$ cat config.mk
export PLATFORM = sky130hd
export DESIGN_NAME = mfid_flags_regs
export DESIGN_NICKNAME = d
export VERILOG_FILES = /design/src/include/mfid_pkg.sv /design/src/mfid_flags_regs.sv
export SDC_FILE = /design/constraint.sdc
export NUM_CORES = 1
export LEC_CHECK = 0
export ABC_AREA = 1
export BUFFER_PORTS_ARGS = -buffer_cell sky130_fd_sc_hd__buf_4
export CORE_MARGIN = 4
export CORE_UTILIZATION = 43
export CTS_CLUSTER_SIZE = 24
export DETAILED_ROUTE_END_ITERATION = 10
export PLACE_DENSITY = 0.82
export RECOVER_POWER = 50
export SETUP_SLACK_MARGIN = 0.3
export SYNTH_ARGS = -nofsm -noshare
export SYNTH_HDL_FRONTEND = slang
export SYNTH_SLANG_ARGS = --single-unit
$ cat constraint.sdc
create_clock -name clk_sys_i -period 1.2 [get_ports clk_sys_i]
set_input_delay 0 -clock clk_sys_i [delete_from_list [all_inputs] [get_ports clk_sys_i]]
set_output_delay 0 -clock clk_sys_i [all_outputs]
set_load 0.01 [all_outputs]
$ cat src/include/mfid_pkg.sv
/*
 * constants for the status flag word and maker identification word of a
 * four-channel power monitor register map.
 * assumes an upstream serial front end that hands over one register access
 * at a time as address plus read or write strobe on the system clock.
 */
//
// Contract
// - four energy overflow bits at 11:8
// - ready flag set when cycle fully done
// - config write clears ready, power-down write not
// - flag read clears ready, returns old value
// - results readable anytime, last completed cycle
// - math overflow bit 6 marks invalid results
// - fixed maker code word at 7Eh
// - three limit bits at 14:12, reset zero
package mfid_pkg;

  localparam int unsigned ADDR_W      = 8;
  localparam int unsigned DATA_W      = 16;
  localparam int unsigned NUM_CH      = 4;
  localparam int unsigned NUM_LIMITS  = 3;

  localparam logic [ADDR_W-1:0] CONFIG_ADDR = 8'h00;
  localparam logic [ADDR_W-1:0] FLAGS_ADDR  = 8'h0b;
  localparam logic [ADDR_W-1:0] MAKER_ADDR  = 8'h7e;

  localparam int unsigned LIMIT_LO_BIT = 12;
  localparam int unsigned CH_OVF_LO_BIT = 8;
  localparam int unsigned READY_BIT    = 7;
  localparam int unsigned MATH_OVF_BIT = 6;
  localparam int unsigned RSVD_W       = 6;

  localparam int unsigned MODE_LO_BIT  = 0;
  localparam int unsigned MODE_W       = 3;
  localparam logic [MODE_W-1:0] MODE_POWER_DOWN = 3'h0;

  localparam logic [DATA_W-1:0] FLAGS_RST  = 16'h0000;
  localparam logic [DATA_W-1:0] RDATA_RST  = 16'h0000;
  localparam logic [DATA_W-1:0] UNMAPPED_RDATA = 16'h0000;
  localparam logic [RSVD_W-1:0] RSVD_VALUE = 6'h00;

  // arbitrary neutral value, replaced per product
  localparam logic [DATA_W-1:0] MAKER_CODE_DEFAULT = 16'h4d43;

endpackage

$ cat src/mfid_flags_regs.sv
/*
 * status flag word and maker identification word of the monitor.
 * assumes the serial front end, sequencer, math unit, accumulators and
 * limit comparators all run on clk_sys_i, so no input is synchronised;
 * at most one of reg_rd_i or reg_wr_i is high in a cycle.
 */
`timescale 1ns/1ps
`default_nettype none

module mfid_flags_regs
  import mfid_pkg::*;
#(
  parameter logic [DATA_W-1:0] MAKER_CODE = MAKER_CODE_DEFAULT
) (
  input  wire logic                  clk_sys_i,
  input  wire logic                  rst_i,
  input  wire logic [ADDR_W-1:0]     reg_addr_i,
  input  wire logic                  reg_rd_i,
  input  wire logic                  reg_wr_i,
  input  wire logic [DATA_W-1:0]     reg_wdata_i,
  input  wire logic                  conv_done_i,
  input  wire logic                  math_ovf_i,
  input  wire logic [NUM_CH-1:0]     accum_overflow_i,
  input  wire logic [NUM_LIMITS-1:0] limit_exceeded_i,
  output logic      [DATA_W-1:0]     reg_rdata_o,
  output logic                       reg_rvalid_o,
  output logic                       result_ready_flag_o
);

  logic                  result_ready_flag_q;
  logic                  math_overflow_flag_q;
  logic [NUM_CH-1:0]     accum_overflow_q;
  logic [NUM_LIMITS-1:0] limit_exceeded_q;
  logic [DATA_W-1:0]     rdata_q;
  logic                  rvalid_q;
  logic [DATA_W-1:0]     flags_word;
  logic                  flags_rd;
  logic                  cfg_wr;
  logic                  cfg_wr_pd;

  function automatic logic hit(input logic [ADDR_W-1:0] a,
                               input logic [ADDR_W-1:0] target);
    hit = (a == target);
  endfunction

  // power-down is told apart by the mode field alone; the other config
  // fields of that write belong to other blocks and do not matter here
  assign flags_rd  = reg_rd_i && hit(reg_addr_i, FLAGS_ADDR);
  assign cfg_wr    = reg_wr_i && hit(reg_addr_i, CONFIG_ADDR);
  assign cfg_wr_pd = cfg_wr &&
    (reg_wdata_i[MODE_LO_BIT +: MODE_W] == MODE_POWER_DOWN);

  always_comb begin
    flags_word = FLAGS_RST;
    flags_word[LIMIT_LO_BIT +: NUM_LIMITS] = limit_exceeded_q;
    flags_word[CH_OVF_LO_BIT +: NUM_CH]    = accum_overflow_q;
    flags_word[READY_BIT]    = result_ready_flag_q;
    flags_word[MATH_OVF_BIT] = math_overflow_flag_q;
    flags_word[RSVD_W-1:0]   = RSVD_VALUE;
  end

  // a completed cycle in the same edge as a clear wins, so no ready
  // event is lost between the host's read and the next cycle
  always_ff @(posedge clk_sys_i) begin
    if (rst_i) begin
      result_ready_flag_q <= 1'b0;
    end else if (conv_done_i) begin
      result_ready_flag_q <= 1'b1;
    end else if (flags_rd) begin
      result_ready_flag_q <= 1'b0;
    end else if (cfg_wr && !cfg_wr_pd) begin
      result_ready_flag_q <= 1'b0;
    end
  end

  // overflow and limit bits mirror their sources; the sources own the
  // stickiness, so this block never clears them on its own
  always_ff @(posedge clk_sys_i) begin
    if (rst_i) begin
      math_overflow_flag_q <= 1'b0;
      accum_overflow_q     <= '0;
      limit_exceeded_q     <= '0;
    end else begin
      math_overflow_flag_q <= math_ovf_i;
      accum_overflow_q     <= accum_overflow_i;
      limit_exceeded_q     <= limit_exceeded_i;
    end
  end

  // reads are never held off: result registers elsewhere answer at any
  // time, and this word is captured before the ready clear takes effect
  always_ff @(posedge clk_sys_i) begin
    if (rst_i) begin
      rdata_q  <= RDATA_RST;
      rvalid_q <= 1'b0;
    end else begin
      rvalid_q <= reg_rd_i;
      if (reg_rd_i) begin
        if (hit(reg_addr_i, FLAGS_ADDR)) begin
          rdata_q <= flags_word;
        end else if (hit(reg_addr_i, MAKER_ADDR)) begin
          rdata_q <= MAKER_CODE;
        end else begin
          rdata_q <= UNMAPPED_RDATA;
        end
      end
    end
  end

  assign reg_rdata_o         = rdata_q;
  assign reg_rvalid_o        = rvalid_q;
  assign result_ready_flag_o = result_ready_flag_q;
endmodule

`default_nettype wire

After elaboration in Yosys (flattened, before gate mapping). Index checks and enable logic that the tools add are counted.

Eq/ne operators: 2. Multiplexer cells: 5. Reduce and logical (&&, ||, !) cells: 8.

Operator list (count): $mux W15 (2); $eq A8 B4 Y1 const B (1); $eq A8 B7 Y1 const B (1); $logic_not A8 Y1 (1); $logic_and A1 B1 Y1 (4); $logic_not A3 Y1 (1); $mux W1 (3); $reduce_bool A3 Y1 (1); $logic_not A1 Y1 (1).

Register bits: 26. Bits of input ports: 37. Output and inout port bits: 18. Logic and storage cells: 21.

Depth between registers and ports, before layout. Gate-level depths: netlist of run 1.

Depth in word-level cells: 8. Depth in mapped cells: 7. Mapped depth without buffers: 7.

Worst setup path before layout of run 1. OpenSTA, ideal clock, no wires.

Kind: reg-to-reg. Start: reg reg_rdata_o[6] (netlist name). End: reg rdata_q[6], in the netlist reg_rdata_o[6]. Library setup time: 0.071 ns. Data arrival time: 0.643 ns. Slack: 0.486 ns. Stages on the path, launching flop included: 4. Buffers on the path: 0. Clock period less this slack: 0.714 ns. Cell sequence: dfxtp_1 > nand2_1 > a21boi_1 > a21oi_1.

RTL lines: end signal, assigned (RTL line mfid_flags_regs.sv:100) `rdata_q <= flags_word;`; end, declared (RTL line mfid_flags_regs.sv:34) `logic [DATA_W-1:0] rdata_q;`.

Worst setup path in the final report of run 1.
Start: reg rdata_q[11], in the netlist reg_rdata_o[11]. End: out reg_rdata_o[11].

RTL lines: end, declared (RTL line mfid_flags_regs.sv:25) `output logic [DATA_W-1:0] reg_rdata_o,`.

No word-level cell between the ends.

==> impl_metrics.tcl, run 1 <==
set metrics [dict create \
    dieWidth_um 51.9 \
    vias 771 \
    reg2reg_slack_ns 0.44 \
    drc 0 \
    start_util 0.465 \
    clock_latency_ns 0.29 \
    ys_ff_latch 20 \
    r2r_cells 3 \
    post-dp-hpwl_um 1390 \
    leakage_nw 0.578 \
    cts_root_buf "clkbuf_4" \
    critPathBufInv 1 \
    layout-drive-gt1-share 0.276 \
    setup_tns_ns 0 \
    fin_skew_ns 0.00352 \
    final_util 0.677 \
    grt_pass1_wl_um 2900 \
    first_global_vias 682 \
    total_power_w 0.00121 \
    post_cts_buffers 0 \
    detail_route.iter0.violations 7 \
    synthTopCellsByArea "dfxtp_1 48%, nand2_1 13%, nor2_1 7.2%" \
    cts_made_buffers 3 \
    via_per_inst 4.26 \
    p_comb_frac 0.127 \
    cp.depth 1 \
    final_common_cell "nand2_1" \
    worstPathCellList "buf_4" \
    cts_tree "built" \
    maxCapViolations 0 \
    period_minus_slack_ns 0.794 \
    critPathArrivalTime_ns 0.79 \
    grt_max_degree 21 \
    ant_nets 0 \
    endpoint_kind "primary output" \
    nets 194 \
    io_pins 55 \
    io_buffers 36 \
    synth.largest_area_cell "dfxtp_1" \
    cts.sinks 20 \
    wl_um 1810 \
    timing.final.hold_violations 0 \
    rsz0062_at_grt "no" \
    yosysSeqAreaShare 0.483 \
    synth_cells 112 \
    yosys_warnings 0 \
    cts.repair.resized 0 \
    fin_crit_sh 0.662 \
    fmax_mhz 1260 \
    area_delta_synth_final_pct 45.6 \
    die_area_um2 2700 \
    crit_required_ns 1.20 \
    synth.distinct_cells 15 \
    dr.pass1.iters 3 \
    rows 15 \
    outcome "finished, final reports clean" \
    p_clk_frac 0.303 \
    power.internal_w 0.000952 \
    hold_depth 2 \
    p_seq_frac 0.570 \
    setup-violations-final 0 \
    antenna_found_initial 0 \
    cp_max_fo 2 \
    cts_max_path_buffers 2 \
    path_class "reg -> out" \
    yosysTopAreaCellShare 0.483 \
    grt_overflow 0 \
    drv_slew 0 \
    wire_per_inst_um 9.99 \
    grt_usage 0.143 \
    hold_class "in -> reg" \
    power.switching_w 0.000254 \
    syn_area_um2 830 \
    critPathLaunchType "flop" \
    mostFrequentLayoutCells "28 x nand2_1, 25 x buf_4, 20 x dfxtp_1" \
    power_switching_share 0.210 \
    final_cells 181 \
    crit_family "flip-flops" \
    avgSynthCellArea_um2 7.41 \
    globalplace.congestion 0.713 \
    htreeDepth 1 \
    critPathSlowestCell "dfxtp_1" \
    ir_worst_vdd_uv 875 \
    core_area_um2 1780 \
    p_per_area_nw_per_um2 999 \
    diodes 0 \
    dp_cells 168 \
    path_clk_slew_ns 0.10 \
    die_h_um 51.9 \
    critPathMaxStageDelay_ns 0.37 \
]
-- worst paths after layout --
| check | end | startpoint |
|---|---|---|
| worst max register to register | reg_rdata_o[14] | reg_rdata_o[14] |
| worst max-delay path | reg_rdata_o[11] | reg_rdata_o[11] |
| worst min-delay path | reg_rdata_o[13] | rst_i |
| worst min register to register | reg_rdata_o[11] | accum_overflow_q[3] |
-- sequential cells by signal, indices dropped and copies added, names as in the netlist --
register and cells:
accum_overflow_q 4, limit_exceeded_q 3, math_overflow_flag_q 1, reg_rdata_o 10, reg_rvalid_o 1, result_ready_flag_o 1
-- area by class of cell --
cell class                      count  area (um2)
Sequential cell                    20         400
Fill cell                         155         576
Clock buffer                        4        36.3
Timing Repair Buffer               45         353
Multi-Input combinational cell     72         329
Inverter                           15        57.6
Tap cell                           25        31.3
-- Yosys cell counts (all sizes together) --
master	count
nor2	18
a21oi	11
a21boi	5
or2	2
clkinv	1
inv	14
dfxtp	20
conb	1
clkbuf	2
nand3	3
buf	7
nand2	28
-- worst reg2reg max path, stage by stage, from the launching register on --
cell	delay [ns]
dfxtp_1	0.36
nand2_1	0.06
a21boi_1	0.13
a21oi_1	0.15
-- timing repair --
item,in CTS,in global routing
hold buffers,9,0
endpoints found under the hold margin,9,0
endpoints found under the setup margin,0,0
-- power by group through the flow --
| stage | clock network (W) | logic [W] | registers (W) |
|---|---|---|---|
| finish | 0.000366 | 0.000153 | 0.000687 |
| detailed placement | 0 | 0.000135 | 0.000703 |
| CTS | 0.000380 | 0.000158 | 0.000688 |
| global placement | 0 | 0.000130 | 0.000703 |
| global route | 0.000401 | 0.000171 | 0.000689 |
| floorplan | 0 | 0.0000681 | 0.000705 |
-- logic make-up after synthesis --
| group | Yosys count | synth area share |
|---|---|---|
| other cells | 1 | 0.00452 |
| flops | 20 | 0.483 |
| simple gates | 51 | 0.262 |
| buf+inv | 24 | 0.139 |
| compound gates | 16 | 0.112 |
-- stage by stage --
step / setup slack, ns / hold WS (ns) / area [um2]
6_report: 0.406 / 0.0124 / 1210
5_1_grt: 0.300 / 0.0114 / 1210
4_1_cts: 0.391 / 0.00706 / 1210
3_5_place_dp: 0.274 / 0.205 / 1090
3_3_place_gp: 0.384 / 0.201 / 1090
2_1_floorplan: 0.486 / 0.107 / 845
-- layer usage --
layer	vias up	GRT usage	wire length [um]
met1	324	0.163	744
met3	0	0.0287	176
met4	0	0.0524	0
met2	31	0.257	888
li1	416	-	-
met5	-	0	0
No activity file was read; power rests on OpenSTA's default activity.
==> run 2, diff against run 1 <==
CORE_UTILIZATION = 40   (was 43)
PLACE_DENSITY = 0.77   (was 0.82)
clock period = 0.8 ns   (was 1.2 ns; I/O delays follow)
==> impl_metrics.tcl, run 2 (same netlist as run 1, synthesis figures left out) <==
set metrics [dict create \
    clock_latency_ns 0.29 \
    fmax_mhz 1290 \
    p_clk_frac 0.258 \
    htreeDepth 1 \
    dieWidth_um 53.5 \
    start_util 0.423 \
    fin_skew_ns 0.000683 \
    fin_crit_sh 0.973 \
    critPathMaxStageDelay_ns 0.37 \
    multi_input_comb_area_um2 429 \
    wire_per_inst_um 11.8 \
    dr.pass1.iters 3 \
    critPathLaunchType "flop" \
    dp_slack_ns -0.0600 \
    grt_usage 0.148 \
    grt_overflow 0 \
    cts_made_buffers 3 \
    path_class "reg -> out" \
    violations "negative hold slack" \
    critPathSlowestCell "dfxtp_4" \
    grt_pass1_wl_um 3020 \
    drc 0 \
    power.switching_w 0.000405 \
    grt_max_degree 21 \
    maxCapViolations 0 \
    vias 805 \
    p_per_area_nw_per_um2 1310 \
    hold_class "in -> reg" \
    mostFrequentLayoutCells "22 x buf_4, 21 x nand2_1, 15 x buf_6" \
    crit_required_ns 0.80 \
    cts_root_buf "clkbuf_4" \
    leakage_nw 0.604 \
    timing.final.hold_violations 8 \
    p_comb_frac 0.144 \
    path_clk_slew_ns 0.10 \
    worstPathCellList "buf_6" \
    globalplace.congestion 0.728 \
    area_delta_synth_final_pct 59.0 \
    outcome "finished with violations" \
    post-dp-hpwl_um 1440 \
    diodes 0 \
    cts.sinks 20 \
    antenna_found_initial 0 \
    layout-drive-gt1-share 0.550 \
    final_common_cell "buf_4" \
    rsz0062_at_grt "yes" \
    setup-violations-final 0 \
    ant_nets 0 \
    cts_tree "built" \
    rows 16 \
    core_area_um2 1960 \
    cts_max_path_buffers 2 \
    setup_slack_ns 0.0219 \
    critPathBufInv 1 \
    via_per_inst 4.52 \
    total_power_w 0.00173 \
    wl_um 2110 \
    ir_worst_vdd_uv 951 \
    period_minus_slack_ns 0.778 \
    io_buffers 36 \
    drv_slew 0 \
    largest_reg_flops 10 \
    p_seq_frac 0.598 \
    nets 190 \
    crit_family "flip-flops" \
    power.internal_w 0.00132 \
    io_pins 55 \
    detail_route.iter0.violations 3 \
    cp_max_fo 3 \
    critPathArrivalTime_ns 0.78 \
    endpoint_kind "primary output" \
    die_h_um 53.5 \
    register_area_um2 419 \
    fin_hold_ws_ns -0.0996 \
    first_global_vias 734 \
    power_switching_share 0.235 \
    fillers 167 \
    die_area_um2 2870 \
]
-- run 2: cell types whose count changed in the layout (fill, tap and decap cells not counted), moves of 5 or more --
cell           delta
clkbuf_4          -9
nand2_1           -7
dfxtp_1          -13
dlygate4sd3_1     -9
a21boi_2          +5
buf_6            +15
nand2_2           +6
a21boi_1          -5
dfxtp_2          +12
-- run 2: tightest hold or removal path, stage by stage --
cell	delay [ns]
buf_4	0.07
inv_1	0.03
nor2_1	0.06
-- run 2: final timing paths --
kind	from	endpoint	slack, ns	depth (start not counted)
worst min-delay path	limit_exceeded_i[2]	limit_exceeded_q[2]	-0.1	3
worst max register to register	reg_rdata_o[14]	reg_rdata_o[14]	0.04	3
worst min register to register	accum_overflow_q[2]	reg_rdata_o[10]	0.45	2
worst max-delay path	reg_rdata_o[1]	reg_rdata_o[0]	0.02	1
-- run 2: area by class of cell --
class	instances	area share
inverters	15	0.0446
repair inverters	1	0.00569
well taps	27	0.0256
clock buffers	3	0.0171
flip-flops and latches	20	0.318
repair buffers	40	0.264
multi-input cells	72	0.325
-- run 2: repair_timing --
action | in CTS | in global routing
setup buffers | 1 | 2
setup endpoints to repair | 24 | 24
gates resized for setup | 16 | 25
pin swaps | 4 | 12
gates cloned | 0 | 1
hold endpoints to repair | 9 | 8
-- run 2: routing by layer --
layer / track usage / up-vias / share of wire
met5: 0 / - / 0
met4: 0.0596 / 0 / 0.010
met3: 0.0443 / 3 / 0.076
met2: 0.280 / 35 / 0.54
met1: 0.149 / 358 / 0.37
li1: - / 409 / -
-- run 2: stage by stage --
step	util	area [um2]	setup TNS (ns)	instances	hold slack, ns
finish	0.672	1320	0	178	-0.0996
global route	0.672	1320	-0.0188	178	-0.102
CTS	0.628	1230	0	175	-0.102
detailed placement	0.583	1140	-0.421	171	0.205
global placement	0.583	1140	-0.0957	171	0.200
floorplan	-	890	0	116	0.107
-- run 2: power groups by stage --
stage                     registers, W  logic, W  clock network (W)
after detailed placement       0.00106  0.000211                  0
after floorplan                0.00106  0.000107                  0
after global routing           0.00103  0.000273           0.000497
after CTS                      0.00103  0.000226           0.000457
after global placement         0.00106  0.000204                  0
final                          0.00103  0.000248           0.000445
==> run 3, diff against run 2 <==
CORE_UTILIZATION = 43   (was 40)
PLACE_DENSITY = 0.82   (was 0.77)
clock period = 1 ns   (was 0.8 ns; I/O delays follow)
==> impl_metrics.tcl, run 3 (same netlist as run 1, synthesis figures left out) <==
set metrics [dict create \
    cts_root_buf "clkbuf_4" \
    hold_class "in -> reg" \
    core_area_um2 1780 \
    start_util 0.465 \
    ant_nets 0 \
    total_power_w 0.00139 \
    mostFrequentLayoutCells "27 x nand2_1, 22 x buf_4, 15 x nor2_1" \
    final_common_cell "nand2_1" \
    critPathLaunchType "input pin" \
    period_minus_slack_ns 0.835 \
    timing.final.hold_violations 0 \
    wire_per_inst_um 11.6 \
    die_h_um 51.9 \
    detail_route.iter0.violations 5 \
    ir_worst_vdd_uv 704 \
    final_cells 184 \
    grt_max_degree 21 \
    rows 15 \
    final_util 0.752 \
    area_delta_synth_final_pct 61.5 \
    leakage_nw 0.620 \
    rsz0062_at_grt "yes" \
    layout-drive-gt1-share 0.421 \
    cts.sinks 20 \
    path_class "in -> reg" \
    grt_overflow 0 \
    dieWidth_um 51.9 \
    setup-violations-final 0 \
    fmax_mhz 1200 \
    drc 0 \
    cts_max_path_buffers 2 \
    via_per_inst 4.46 \
    endpoint_kind "flop" \
    wl_um 2130 \
    antenna_found_initial 0 \
    maxCapViolations 0 \
    design_area_um2 1340 \
    nets 198 \
    htreeDepth 1 \
    fin_skew_ns 0.000644 \
    outcome "finished, final reports clean" \
    dpl_cell_area_um2 1110 \
    reg2reg_slack_ns 0.25 \
    drv_slew 0 \
    largest_reg_flops 10 \
    crit_required_ns 1.22 \
    path_clk_slew_ns 0.09 \
    diodes 0 \
    io_pins 55 \
    cp_max_fo 20 \
    first_global_vias 771 \
    setup_tns_ns 0 \
    fin_crit_sh 0.835 \
    dp_cells 168 \
    p_per_area_nw_per_um2 1040 \
    clock_latency_ns 0.29 \
    grt_usage 0.166 \
    io_buffers 36 \
    critPathArrivalTime_ns 1.05 \
    cts_tree "built" \
    post-dp-hpwl_um 1260 \
    die_area_um2 2700 \
    vias 821 \
    dr.pass1.iters 2 \
    globalplace.congestion 0.669 \
    cts_made_buffers 3 \
    grt_pass1_wl_um 3340 \
]
-- run 3: cell count changes in the layout (fill, tap and decap cells not counted), sizes merged --
cell / delta
buf: -1
clkbuf: -1
dlygate4sd3: +10
-- run 3: through the flow --
stage,setup slack (ns),hold slack [ns]
floorplan,0.299,0.107
global placement,0.161,0.200
detailed placement,0.117,0.205
CTS,0.213,0.0722
global route,0.112,0.121
finish,0.165,0.103
-- run 3: path summary, 6_finish.rpt --
kind | start | endpoint | cells after the start
worst max-delay path | rst_i | reg_rdata_o[7] | 3
worst min-delay path | reg_addr_i[7] | reg_rdata_o[1] | 5
worst max register to register | reg_rdata_o[14] | reg_rdata_o[14] | 3
worst min register to register | accum_overflow_q[1] | reg_rdata_o[9] | 2
-- run 3: worst max-delay path, stage by stage --
cell and delay, ns:
dlygate4sd3_1 0.55, clkbuf_2 0.28, a21oi_1 0.22
-- run 3: what timing repair did --
item / CTS / global route
setup buffers: 2 / 0
endpoints found under the hold margin: 15 / 0
cloned: 0 / 1
gates resized for setup: 19 / 13
setup endpoints to repair: 18 / 23
pin swaps: 1 / 4
hold buffers: 10 / 0
-- run 3: power by group --
group | switching, W | internal, W
Sequential | 0.00000713 | 0.000819
Combinational | 0.0000926 | 0.000116
Clock | 0.000216 | 0.000140
-- run 3: final cells by class --
| cell class | count | area (um2) |
|---|---|---|
| Timing Repair inverter | 1 | 7.51 |
| Tap cell | 25 | 31.3 |
| Sequential cell | 20 | 414 |
| Inverter | 15 | 58.8 |
| Multi-Input combinational cell | 72 | 374 |
| Timing Repair Buffer | 48 | 432 |
| Clock buffer | 3 | 22.5 |
| Fill cell | 136 | 443 |
-- run 3: per-layer routing --
metal | wire length [um] | part of all wire | track usage
met5 | 0 | 0 | 0
met1 | 843 | 0.40 | 0.182
met3 | 181 | 0.085 | 0.0315
met2 | 1070 | 0.50 | 0.297
met4 | 30 | 0.014 | 0.0917
